## src/verilog/rae_pkg.sv

```systemverilog
// shared constants of the rectifier and auxiliary edge timing block
package rae_pkg;
    // register indices; byte address on the bus is four times the index
    localparam logic [6:0] IDX_R1_FALL_TIME = 7'h53;
    localparam logic [6:0] IDX_R1_FALL_SET  = 7'h54;
    localparam logic [6:0] IDX_R2_RISE_TIME = 7'h55;
    localparam logic [6:0] IDX_R2_RISE_SET  = 7'h56;
    localparam logic [6:0] IDX_R2_FALL_TIME = 7'h57;
    localparam logic [6:0] IDX_R2_FALL_SET  = 7'h58;
    localparam logic [6:0] IDX_AUX_RISE_TIME = 7'h59;
    localparam logic [6:0] IDX_AUX_RISE_SET = 7'h5A;
    localparam logic [6:0] IDX_LATCH        = 7'h5D;
    localparam logic [6:0] IDX_STATUS       = 7'h70;
    // first timing index and number of timing bytes
    localparam logic [6:0] IDX_FIRST        = 7'h53;
    localparam int         NUM_BYTES        = 8;
    localparam int         NUM_EDGES        = 4;
    // edge numbers inside the timing array
    localparam int         EDGE_R1_FALL     = 0;
    localparam int         EDGE_R2_RISE     = 1;
    localparam int         EDGE_R2_FALL     = 2;
    localparam int         EDGE_AUX_RISE    = 3;
    // setting byte field positions
    localparam int         SET_LSB_HI       = 7;
    localparam int         SET_LSB_LO       = 4;
    localparam int         SET_MOD_EN       = 3;
    localparam int         SET_MOD_SIGN     = 2;
    localparam int         SET_RAMP_EVERY   = 1;
    localparam int         SET_RAMP_ON      = 0;
    // latch register strobe bit
    localparam int         LATCH_GO         = 0;
    // status register bit positions
    localparam int         STS_R1           = 0;
    localparam int         STS_R2           = 1;
    localparam int         STS_AUX          = 2;
    localparam int         STS_RAMPING      = 3;
    localparam int         STS_FIRST_DONE   = 4;
    localparam int         STS_PENDING      = 5;
    // reset values and full-scale time
    localparam logic [7:0]  RST_BYTE        = 8'h00;
    localparam logic [11:0] RST_TIME        = 12'h000;
    localparam logic [11:0] TIME_MAX        = 12'hFFF;
    // timing: one edge-time step and the clock period
    localparam int         STEP_NS          = 5;
    localparam int         CLK_NS           = 5;
    localparam int         STEP_CYC         = (STEP_NS + CLK_NS - 1) / CLK_NS;
endpackage : rae_pkg

```

## src/verilog/rae_edge_timing.sv

```systemverilog
// rectifier and auxiliary edge timing with wishbone register access
// Functional notes
// - edge time is 12 bits: timing byte on top, setting bits [7:4] below
// - one count of an edge time is a 5 ns step of position
// - setting bit 3 high shifts the edge by loop modulation, else fixed
// - setting bit 2 high: more modulation moves edge later; low: earlier
// - rectifier soft start only while first rectifier fall setting bit 0 set
// - that byte's bit 1 high: soft start every enable, else only until a ramp completes
// - first rectifier fall edge placed by time in bytes 0x53 and 0x54
// - second rectifier rise uses 0x55/0x56, its fall uses 0x57/0x58
// - auxiliary rise placed by time in bytes 0x59 and 0x5A
// - timing writes take effect only when the latch strobe is written
`timescale 1ns/100ps
module rae_edge_timing #(
    parameter int MOD_W     = 8,
    parameter int RAMP_STEP = 16
) (
    // clock and reset
    input  wire logic             I_CLK,
    input  wire logic             I_RSTN,
    // wishbone slave
    input  wire logic             I_WB_CYC,
    input  wire logic             I_WB_STB,
    input  wire logic             I_WB_WE,
    input  wire logic [8:0]       I_WB_ADR,
    input  wire logic [3:0]       I_WB_SEL,
    input  wire logic [31:0]      I_WB_DAT,
    output logic      [31:0]      O_WB_DAT,
    output logic                  O_WB_ACK,
    // pwm unit side
    input  wire logic             I_PERIOD_START,
    input  wire logic [MOD_W-1:0] I_MODULATION,
    input  wire logic             I_RECT_ENABLE,
    input  wire logic             I_RECT1_RISE,
    input  wire logic             I_AUX_FALL,
    // gate drive outputs
    output logic                  O_RECT1,
    output logic                  O_RECT2,
    output logic                  O_AUX
);

    // timing bytes: written copy and the copy that drives the edges
    logic [7:0]  shadow_q [rae_pkg::NUM_BYTES];
    logic [7:0]  active_q [rae_pkg::NUM_BYTES];

    // bus slave state and decode
    logic        ack_q;
    logic [31:0] rdat_q;
    logic [6:0]  idx;
    logic        req;
    logic        wr_en;
    logic        in_range;
    logic [2:0]  slot;
    logic        go_wr;
    logic        pending;
    logic [7:0]  status;

    // period timebase
    logic [11:0] cnt_q;
    logic [7:0]  pre_q;
    logic        step;

    // per-edge targets and matches
    logic [11:0] target [rae_pkg::NUM_EDGES];
    logic        hit [rae_pkg::NUM_EDGES];

    // output latches
    logic        r1_q;
    logic        r2_q;
    logic        aux_q;

    // rectifier enable tracking and soft start
    logic        en_d1_q;
    logic        en_rise;
    logic        ramping_q;
    logic        first_done_q;
    logic [11:0] ramp_q;
    logic        ramp_gate;
    logic        ramp_on;
    logic        ramp_every;
    logic        ramp_start;
    logic        ramp_last;
    logic        rect_allow;

    // bus request decode; a request is taken only while ack is low
    assign idx      = I_WB_ADR[8:2];
    assign req      = I_WB_CYC & I_WB_STB & ~ack_q;
    assign wr_en    = req & I_WB_WE & I_WB_SEL[0];
    // only the eight timing and setting bytes have storage
    assign in_range = (idx >= rae_pkg::IDX_FIRST) && (idx <= rae_pkg::IDX_AUX_RISE_SET);
    assign slot     = 3'(idx - rae_pkg::IDX_FIRST);
    // the strobe is not stored, so the latch register always reads zero
    // byte lane 0 must be selected for the strobe as for any other write
    assign go_wr = wr_en & (idx == rae_pkg::IDX_LATCH) & I_WB_DAT[rae_pkg::LATCH_GO];

    // shadow bytes written by software, pending until latched
    // a write outside the range or with lane 0 off leaves every byte alone
    // reads return this copy, so software sees what it wrote before latching
    always_ff @(posedge I_CLK or negedge I_RSTN) begin
        if (!I_RSTN) begin
            for (int i = 0; i < rae_pkg::NUM_BYTES; i++) begin
                shadow_q[i] <= rae_pkg::RST_BYTE;
            end
        end else if (wr_en && in_range) begin
            shadow_q[slot] <= I_WB_DAT[7:0];
        end
    end

    // active bytes copied from shadow only on the latch strobe
    // all bytes move together so an edge never mixes an old and a new half
    // live edits to a running supply therefore never show a half-set time
    always_ff @(posedge I_CLK or negedge I_RSTN) begin
        if (!I_RSTN) begin
            for (int i = 0; i < rae_pkg::NUM_BYTES; i++) begin
                active_q[i] <= rae_pkg::RST_BYTE;
            end
        end else if (go_wr) begin
            for (int i = 0; i < rae_pkg::NUM_BYTES; i++) begin
                active_q[i] <= shadow_q[i];
            end
        end
    end

    // any shadow byte differing from its active copy
    // shown in status so software can see an edit still waiting for the strobe
    always_comb begin
        pending = 1'b0;
        for (int i = 0; i < rae_pkg::NUM_BYTES; i++) begin
            if (shadow_q[i] != active_q[i]) begin
                pending = 1'b1;
            end
        end
    end

    // acknowledge one cycle after the request, dropped the next cycle
    // the ack gate in req keeps a held strobe from being taken twice
    always_ff @(posedge I_CLK or negedge I_RSTN) begin
        if (!I_RSTN) begin
            ack_q <= 1'b0;
        end else begin
            ack_q <= req;
        end
    end

    // status word assembled from live state; spare bits read zero
    // outputs read back as their latches, before enable and ramp gating
    always_comb begin
        status                          = 8'h00;
        status[rae_pkg::STS_R1]         = r1_q;
        status[rae_pkg::STS_R2]         = r2_q;
        status[rae_pkg::STS_AUX]        = aux_q;
        status[rae_pkg::STS_RAMPING]    = ramping_q;
        status[rae_pkg::STS_FIRST_DONE] = first_done_q;
        status[rae_pkg::STS_PENDING]    = pending;
    end

    // read data registered with the acknowledge; unmapped reads zero
    // upper bits stay zero since every register is one byte wide
    always_ff @(posedge I_CLK or negedge I_RSTN) begin
        if (!I_RSTN) begin
            rdat_q <= 32'h0000_0000;
        end else if (req) begin
            rdat_q <= 32'h0000_0000;
            if (in_range) begin
                rdat_q[7:0] <= shadow_q[slot];
            end else if (idx == rae_pkg::IDX_STATUS) begin
                rdat_q[7:0] <= status;
            end
        end
    end

    // bus outputs straight from their flip-flops
    assign O_WB_ACK = ack_q;
    assign O_WB_DAT = rdat_q;

    // step prescaler: one period-counter step per 5 ns
    // at a 5 ns clock the step fires every cycle; a faster clock divides down
    // a period start realigns the prescaler so edges keep their phase
    always_ff @(posedge I_CLK or negedge I_RSTN) begin
        if (!I_RSTN) begin
            pre_q <= 8'h00;
        end else if (I_PERIOD_START || step) begin
            pre_q <= 8'h00;
        end else begin
            pre_q <= pre_q + 8'h01;
        end
    end

    assign step = (pre_q == 8'(rae_pkg::STEP_CYC - 1));

    // period counter restarts at each period start, holds at full scale
    // holding stops an overlong period from wrapping back onto early edges
    // an edge set at full scale therefore keeps matching until the next start
    always_ff @(posedge I_CLK or negedge I_RSTN) begin
        if (!I_RSTN) begin
            cnt_q <= rae_pkg::RST_TIME;
        end else if (I_PERIOD_START) begin
            cnt_q <= rae_pkg::RST_TIME;
        end else if (step && cnt_q != rae_pkg::TIME_MAX) begin
            cnt_q <= cnt_q + 12'h001;
        end
    end

    // per-edge target time and match
    generate
        for (genvar e = 0; e < rae_pkg::NUM_EDGES; e++) begin : g_edge
            logic [7:0]  time_b;
            logic [7:0]  set_b;
            logic [11:0] base;
            logic [12:0] later;
            logic [12:0] mod_ext;
            logic [11:0] earlier;
            logic        under;
            // timing byte sits at the even slot, its setting byte right after it
            assign time_b  = active_q[2*e];
            assign set_b   = active_q[2*e+1];
            // upper byte from timing, lower nibble from setting
            assign base    = {time_b,
                              set_b[rae_pkg::SET_LSB_HI:rae_pkg::SET_LSB_LO]};
            // one bit of headroom so a late edge can be seen passing full scale
            assign mod_ext = 13'(I_MODULATION);
            assign later   = {1'b0, base} + mod_ext;
            // an early edge must not wrap round to the end of the period
            assign under   = mod_ext > {1'b0, base};
            assign earlier = 12'({1'b0, base} - mod_ext);
            always_comb begin
                if (!set_b[rae_pkg::SET_MOD_EN]) begin
                    target[e] = base;
                end else if (set_b[rae_pkg::SET_MOD_SIGN]) begin
                    // modulation moves the edge later, clamped at full scale
                    target[e] = later[12] ? rae_pkg::TIME_MAX : later[11:0];
                end else if (under) begin
                    // modulation moves the edge earlier, clamped at zero
                    target[e] = rae_pkg::RST_TIME;
                end else begin
                    target[e] = earlier;
                end
            end
            assign hit[e] = step && (cnt_q == target[e]);
        end
    endgenerate

    // soft start configuration from the first rectifier fall setting
    assign ramp_on    = active_q[1][rae_pkg::SET_RAMP_ON];
    assign ramp_every = active_q[1][rae_pkg::SET_RAMP_EVERY];

    // rectifier enable edge detect (same-clock input)
    // the enable comes from logic on this clock, so no synchroniser is needed
    // the register resets low, matching a disabled input: no false edge
    always_ff @(posedge I_CLK or negedge I_RSTN) begin
        if (!I_RSTN) begin
            en_d1_q <= 1'b0;
        end else begin
            en_d1_q <= I_RECT_ENABLE;
        end
    end

    assign en_rise = I_RECT_ENABLE & ~en_d1_q;

    // a ramp starts on each enable until one ramp has completed, or on every enable when asked
    assign ramp_start = ramp_on && (ramp_every || !first_done_q);
    // the ramp ends once one more step would pass full scale
    assign ramp_last  = ramp_q > (rae_pkg::TIME_MAX - 12'(RAMP_STEP));

    // soft start: conduction window grows by one step per period
    // a ramp cut short by disable does not count as the first one done
    always_ff @(posedge I_CLK or negedge I_RSTN) begin
        if (!I_RSTN) begin
            ramping_q    <= 1'b0;
            ramp_q       <= rae_pkg::RST_TIME;
            first_done_q <= 1'b0;
        end else if (en_rise) begin
            ramping_q <= ramp_start;
            ramp_q    <= rae_pkg::RST_TIME;
        end else if (!ramp_on || !I_RECT_ENABLE) begin
            ramping_q <= 1'b0;
        end else if (ramping_q && I_PERIOD_START) begin
            if (ramp_last) begin
                ramping_q    <= 1'b0;
                first_done_q <= 1'b1;
            end else begin
                ramp_q <= ramp_q + 12'(RAMP_STEP);
            end
        end
    end

    // during a ramp the rectifiers conduct only early in the period
    // the window opens from period start, so the fall edge is cut first
    assign ramp_gate = !ramping_q || (cnt_q < ramp_q);

    // first rectifier: rises on the external edge, falls at its own time
    // the fall wins a tie so a late rise pulse cannot stretch conduction
    always_ff @(posedge I_CLK or negedge I_RSTN) begin
        if (!I_RSTN) begin
            r1_q <= 1'b0;
        end else if (hit[rae_pkg::EDGE_R1_FALL]) begin
            r1_q <= 1'b0;
        end else if (I_RECT1_RISE) begin
            r1_q <= 1'b1;
        end
    end

    // second rectifier: both edges timed here, fall wins a tie
    // favouring the fall keeps the switch off when both times coincide
    always_ff @(posedge I_CLK or negedge I_RSTN) begin
        if (!I_RSTN) begin
            r2_q <= 1'b0;
        end else if (hit[rae_pkg::EDGE_R2_FALL]) begin
            r2_q <= 1'b0;
        end else if (hit[rae_pkg::EDGE_R2_RISE]) begin
            r2_q <= 1'b1;
        end
    end

    // auxiliary: rise timed here, fall comes from the rest of the unit
    // the external fall wins a tie so the drive is never left on too long
    // the auxiliary drive has no soft start and no enable gating here
    always_ff @(posedge I_CLK or negedge I_RSTN) begin
        if (!I_RSTN) begin
            aux_q <= 1'b0;
        end else if (I_AUX_FALL) begin
            aux_q <= 1'b0;
        end else if (hit[rae_pkg::EDGE_AUX_RISE]) begin
            aux_q <= 1'b1;
        end
    end

    // rectifiers may conduct only while enabled and inside the ramp window
    assign rect_allow = I_RECT_ENABLE & ramp_gate;

    // gate drive outputs, rectifiers gated by enable and soft start
    // gating is combinational so a disable cuts the drive in the same cycle
    assign O_RECT1 = r1_q & rect_allow;
    assign O_RECT2 = r2_q & rect_allow;
    assign O_AUX   = aux_q;

endmodule : rae_edge_timing

```

## config.mk

```make
export PLATFORM = sky130hd
export DESIGN_NAME = rae_edge_timing
export DESIGN_NICKNAME = d
export VERILOG_FILES = /design/src/verilog/rae_pkg.sv /design/src/verilog/rae_edge_timing.sv
export SDC_FILE = /design/constraint.sdc
export NUM_CORES = 1
export LEC_CHECK = 0
export BUFFER_PORTS_ARGS = -buffer_cell sky130_fd_sc_hd__buf_2
export CORE_ASPECT_RATIO = 1.5
export CORE_MARGIN = 3
export CORE_UTILIZATION = 60
export DETAILED_ROUTE_END_ITERATION = 8
export PLACE_DENSITY_LB_ADDON = 0.15
export SYNTH_ARGS = -nofsm -noshare
export SYNTH_HDL_FRONTEND = slang
export SYNTH_SLANG_ARGS = --single-unit
```

## constraint.sdc

```tcl
create_clock -name I_CLK -period 5.1 [get_ports I_CLK]
set_clock_uncertainty 0.15 [all_clocks]
set_input_delay 0 -clock I_CLK [delete_from_list [all_inputs] [get_ports I_CLK]]
set_output_delay 0 -clock I_CLK [all_outputs]
set_load 0.02 [all_outputs]
```

==> results.py <==
metrics = {
    "logic_synthesis": {
        "yosysSeqAreaShare": 0.293,
        "synth.mux.area_fraction": 0.106,
        "synth_ff_type": "dfrtp_1",
        "yosys.area.top_type": "dfrtp_1",
        "synth_top_family_by_area": "compound AO/OA/AOI/OAI gates",
        "synth-seq-cells": 171,
        "synth-simple-area-share": 0.175,
        "synth_xor_area_frac": 0.0859,
        "synth_edf_count": 0,
        "yosysWarningCount": 0,
        "yosys.area.top_type_share": 0.293,
        "synth_area_mm2": 0.0146,
        "async_flop_share": 1.00,
        "synthAdderAreaFrac": 0.0805,
        "syn_inst": 1660,
        "yosys-top-cells-area": "dfrtp_1, mux2_2, ha_1",
        "syn_avg_cell_area_um2": 8.78,
        "synth_compound_area_frac": 0.202,
        "yosysUniqueCellTypes": 88,
    },
    "status": {
        "status": "finished clean",
    },
    "setup_path": {
        "critPathLaunchType": "register",
        "criticalPathCategory": "reg -> reg",
        "cp.arrival_ps": 4170,
        "required_ps": 5270,
        "cp_max_fo": 10,
        "end_kind": "register",
    },
    "floorplanning": {
        "num_rows": 69,
        "dieWidth_um": 133,
        "start_util": 0.612,
        "die-area_mm2": 0.0262,
        "die_h_um": 197,
        "coreArea_mm2": 0.0238,
        "io_pins": 98,
    },
    "routing": {
        "vias": 13600,
        "wirelength_mm": 49.6,
        "drc": 0,
        "drtIter0Drc": 1406,
        "wire_per_inst_um": 24.8,
        "vias_per_cell": 6.79,
        "postRouteAntennaNets": 0,
        "first_pass_iters": 6,
    },
    "placed_design": {
        "dp_slack_ps": 1190,
        "placed_area_mm2": 0.0149,
        "dp_hpwl_mm": 37.2,
        "routabilityCongestion": 0.988,
        "port_buffers": 44,
    },
    "cells_and_area": {
        "num_antenna_cells": 0,
        "regArea_mm2": 0.00428,
        "fill_cells": 2031,
        "area_growth_pct": 7.31,
        "multiInputGateArea_mm2": 0.00957,
        "drive_gt1_frac": 0.134,
        "nNetsFinal": 1817,
        "fin_area_mm2": 0.0156,
    },
    "clock_network": {
        "numCtsBuffers": 17,
        "cts_tree": "yes",
        "cts_buffer_depth": 2,
        "postCtsSetupRepairBufs": 0,
        "cts.sinks": 171,
        "cts-root-buf": "clkbuf_16",
        "worstSkewPairLatency_ps": 450,
        "path_clk_slew_ps": 70,
        "htreeDepth": 4,
    },
    "pwr": {
        "powerDensity_mw_per_mm2": 204,
        "leakage_nw": 6.76,
        "ir_drop_v": 0.000245,
    },
    "grt": {
        "overflow": 0,
        "track_usage": 0.373,
        "grt_first_pass_wirelength_mm": 75.2,
        "antenna_found_initial": 0,
        "grt_max_degree": 172,
        "grt_pass1_vias": 12900,
    },
    "sta": {
        "finalMaxSlewViolations": 0,
        "maxSlewHeadroom": 0.240,
        "rsz0062_at_grt": "false",
        "setup_viol": 0,
        "min_period_ps": 4000,
        "tightest_slew_ps": 1130,
        "hold_viol": 0,
        "fmaxAchievable_ghz": 0.250,
        "setup_slack_ps": 1100,
        "finalSetupTns_ps": 0,
        "timing.final.crit_share": 0.785,
    },
    "job": {
        "cap_violations": 0,
    },
    "min_path": {
        "hold_class": "in -> reg",
    },
}
==> Yosys cell counts, types with 17 or more instances <==
| cell | n |
|---|---|
| xnor2_1 | 111 |
| ha_1 | 81 |
| nor2_1 | 123 |
| inv_1 | 78 |
| o21ai_0 | 100 |
| clkbuf_1 | 76 |
| buf_4 | 24 |
| mux2i_1 | 22 |
| and3_1 | 20 |
| nand2_1 | 114 |
| nor4_1 | 21 |
| mux2_2 | 106 |
| o21a_1 | 31 |
| dfrtp_1 | 171 |
| a31oi_1 | 17 |
| nor3_1 | 47 |
| nor2b_1 | 24 |
| nand3_1 | 40 |
| nand2b_1 | 23 |
| xor2_1 | 32 |
| a21oi_1 | 64 |
| nand4_1 | 32 |
==> final timing paths <==
path	startpoint	endpoint	slack, ps	cells after the start
min reg2reg	O_WB_DAT[1]$_DFFE_PN0P_	O_WB_DAT[1]$_DFFE_PN0P_	340	2
min	I_WB_ADR[6]	O_WB_DAT[0]$_DFFE_PN0P_	30	5
min in group asynchronous	I_RSTN	pre_q[2]$_DFF_PN0_	40	3
max in group asynchronous	I_RSTN	g_edge[0].set_b[2]$_DFFE_PN0P_	3930	3
max	g_edge[0].set_b[4]$_DFFE_PN0P_	r1_q$_DFFE_PN0P_	1100	11
max reg2reg	g_edge[0].set_b[4]$_DFFE_PN0P_	r1_q$_DFFE_PN0P_	1100	11
==> worst max-delay path: stages, from the launching register on <==
cell and delay, ps:
dfrtp_1 440, ha_1 230, fa_1 450, nor2b_1 180, o21a_1 250, o41ai_2 890
nor2_1 110, o31ai_1 380, xor2_1 180, o311ai_0 210, nor4_1 260, a31oi_1 130
==> report_power, final <==
part | internal [W] | switching (W)
logic | 0.000170 | 0.000300
clock network | 0.000703 | 0.000611
registers | 0.00137 | 0.0000385
==> cells by family after synthesis <==
kind of cell | after synthesis
other | 1
AOI/OAI and AO/OA | 422
DFF | 171
muxes | 134
xor gates and xnor gates | 143
buffers and inverters | 193
and+or+nand+nor | 507
adders and majority gates | 89
==> per-layer routing <==
metal / global-route usage / vias up / part of all wire
met5: 0 / - / 0
met4: 0.259 / 0 / 0.083
met3: 0.0498 / 228 / 0.076
met2: 0.632 / 754 / 0.48
met1: 0.437 / 6532 / 0.36
li1: - / 6051 / -
==> final cells by class <==
| cell class | count | share of cell area |
|---|---|---|
| Clock buffer | 20 | 0.0285 |
| Multi-Input combinational cell | 1319 | 0.611 |
| Tap cell | 319 | 0.0255 |
| Timing Repair Buffer | 75 | 0.0332 |
| Inverter | 82 | 0.0197 |
| Clock inverter | 12 | 0.00824 |
| Sequential cell | 171 | 0.273 |
==> what timing repair did <==
action                                 4_1_cts  5_1_grt
resized for setup                            0        0
endpoints found under the hold margin      268        0
hold buffers                                19        0
==> stage by stage <==
| step | hold slack [ps] | cells | power, W | util |
|---|---|---|---|---|
| after global routing | 118 | 1998 | 0.00329 | 0.657 |
| final | 29.9 | 1998 | 0.00320 | 0.657 |
| after floorplan | -446 | 1683 | 0.00173 | - |
| after CTS | 24.8 | 1998 | 0.00319 | 0.657 |
| after global placement | 43.4 | 1947 | 0.00188 | 0.625 |
| after detailed placement | 43.4 | 1947 | 0.00188 | 0.625 |
==> sequential cells by signal, summed over array words and instances, names as in the netlist <==
name and flops:
en_d1_q 1, O_WB_DAT 8, ramp_q 8, r1_q 1
pre_q 8, O_WB_ACK 1, O_AUX 1, cnt_q 12
r2_q 1, shadow_q 64, ramping_q 1, first_done_q 1
g_edge.time_b 32, g_edge.set_b 32
==> placed cells by master, fill, tap and decap left out, drive strengths merged, types with 21 or more instances in the layout <==
| cell | instances |
|---|---|
| dfrtp | 171 |
| nor3 | 49 |
| nand4 | 32 |
| ha | 81 |
| o21ai | 103 |
| conb | 24 |
| a21oi | 64 |
| inv | 86 |
| nor4 | 21 |
| mux2i | 22 |
| nor2 | 123 |
| nor2b | 24 |
| xor2 | 32 |
| nand2 | 114 |
| nand2b | 24 |
| xnor2 | 111 |
| mux2 | 106 |
| nand3 | 40 |
| buf | 56 |
| o21a | 31 |
No activity file was read; power rests on OpenSTA's default activity.
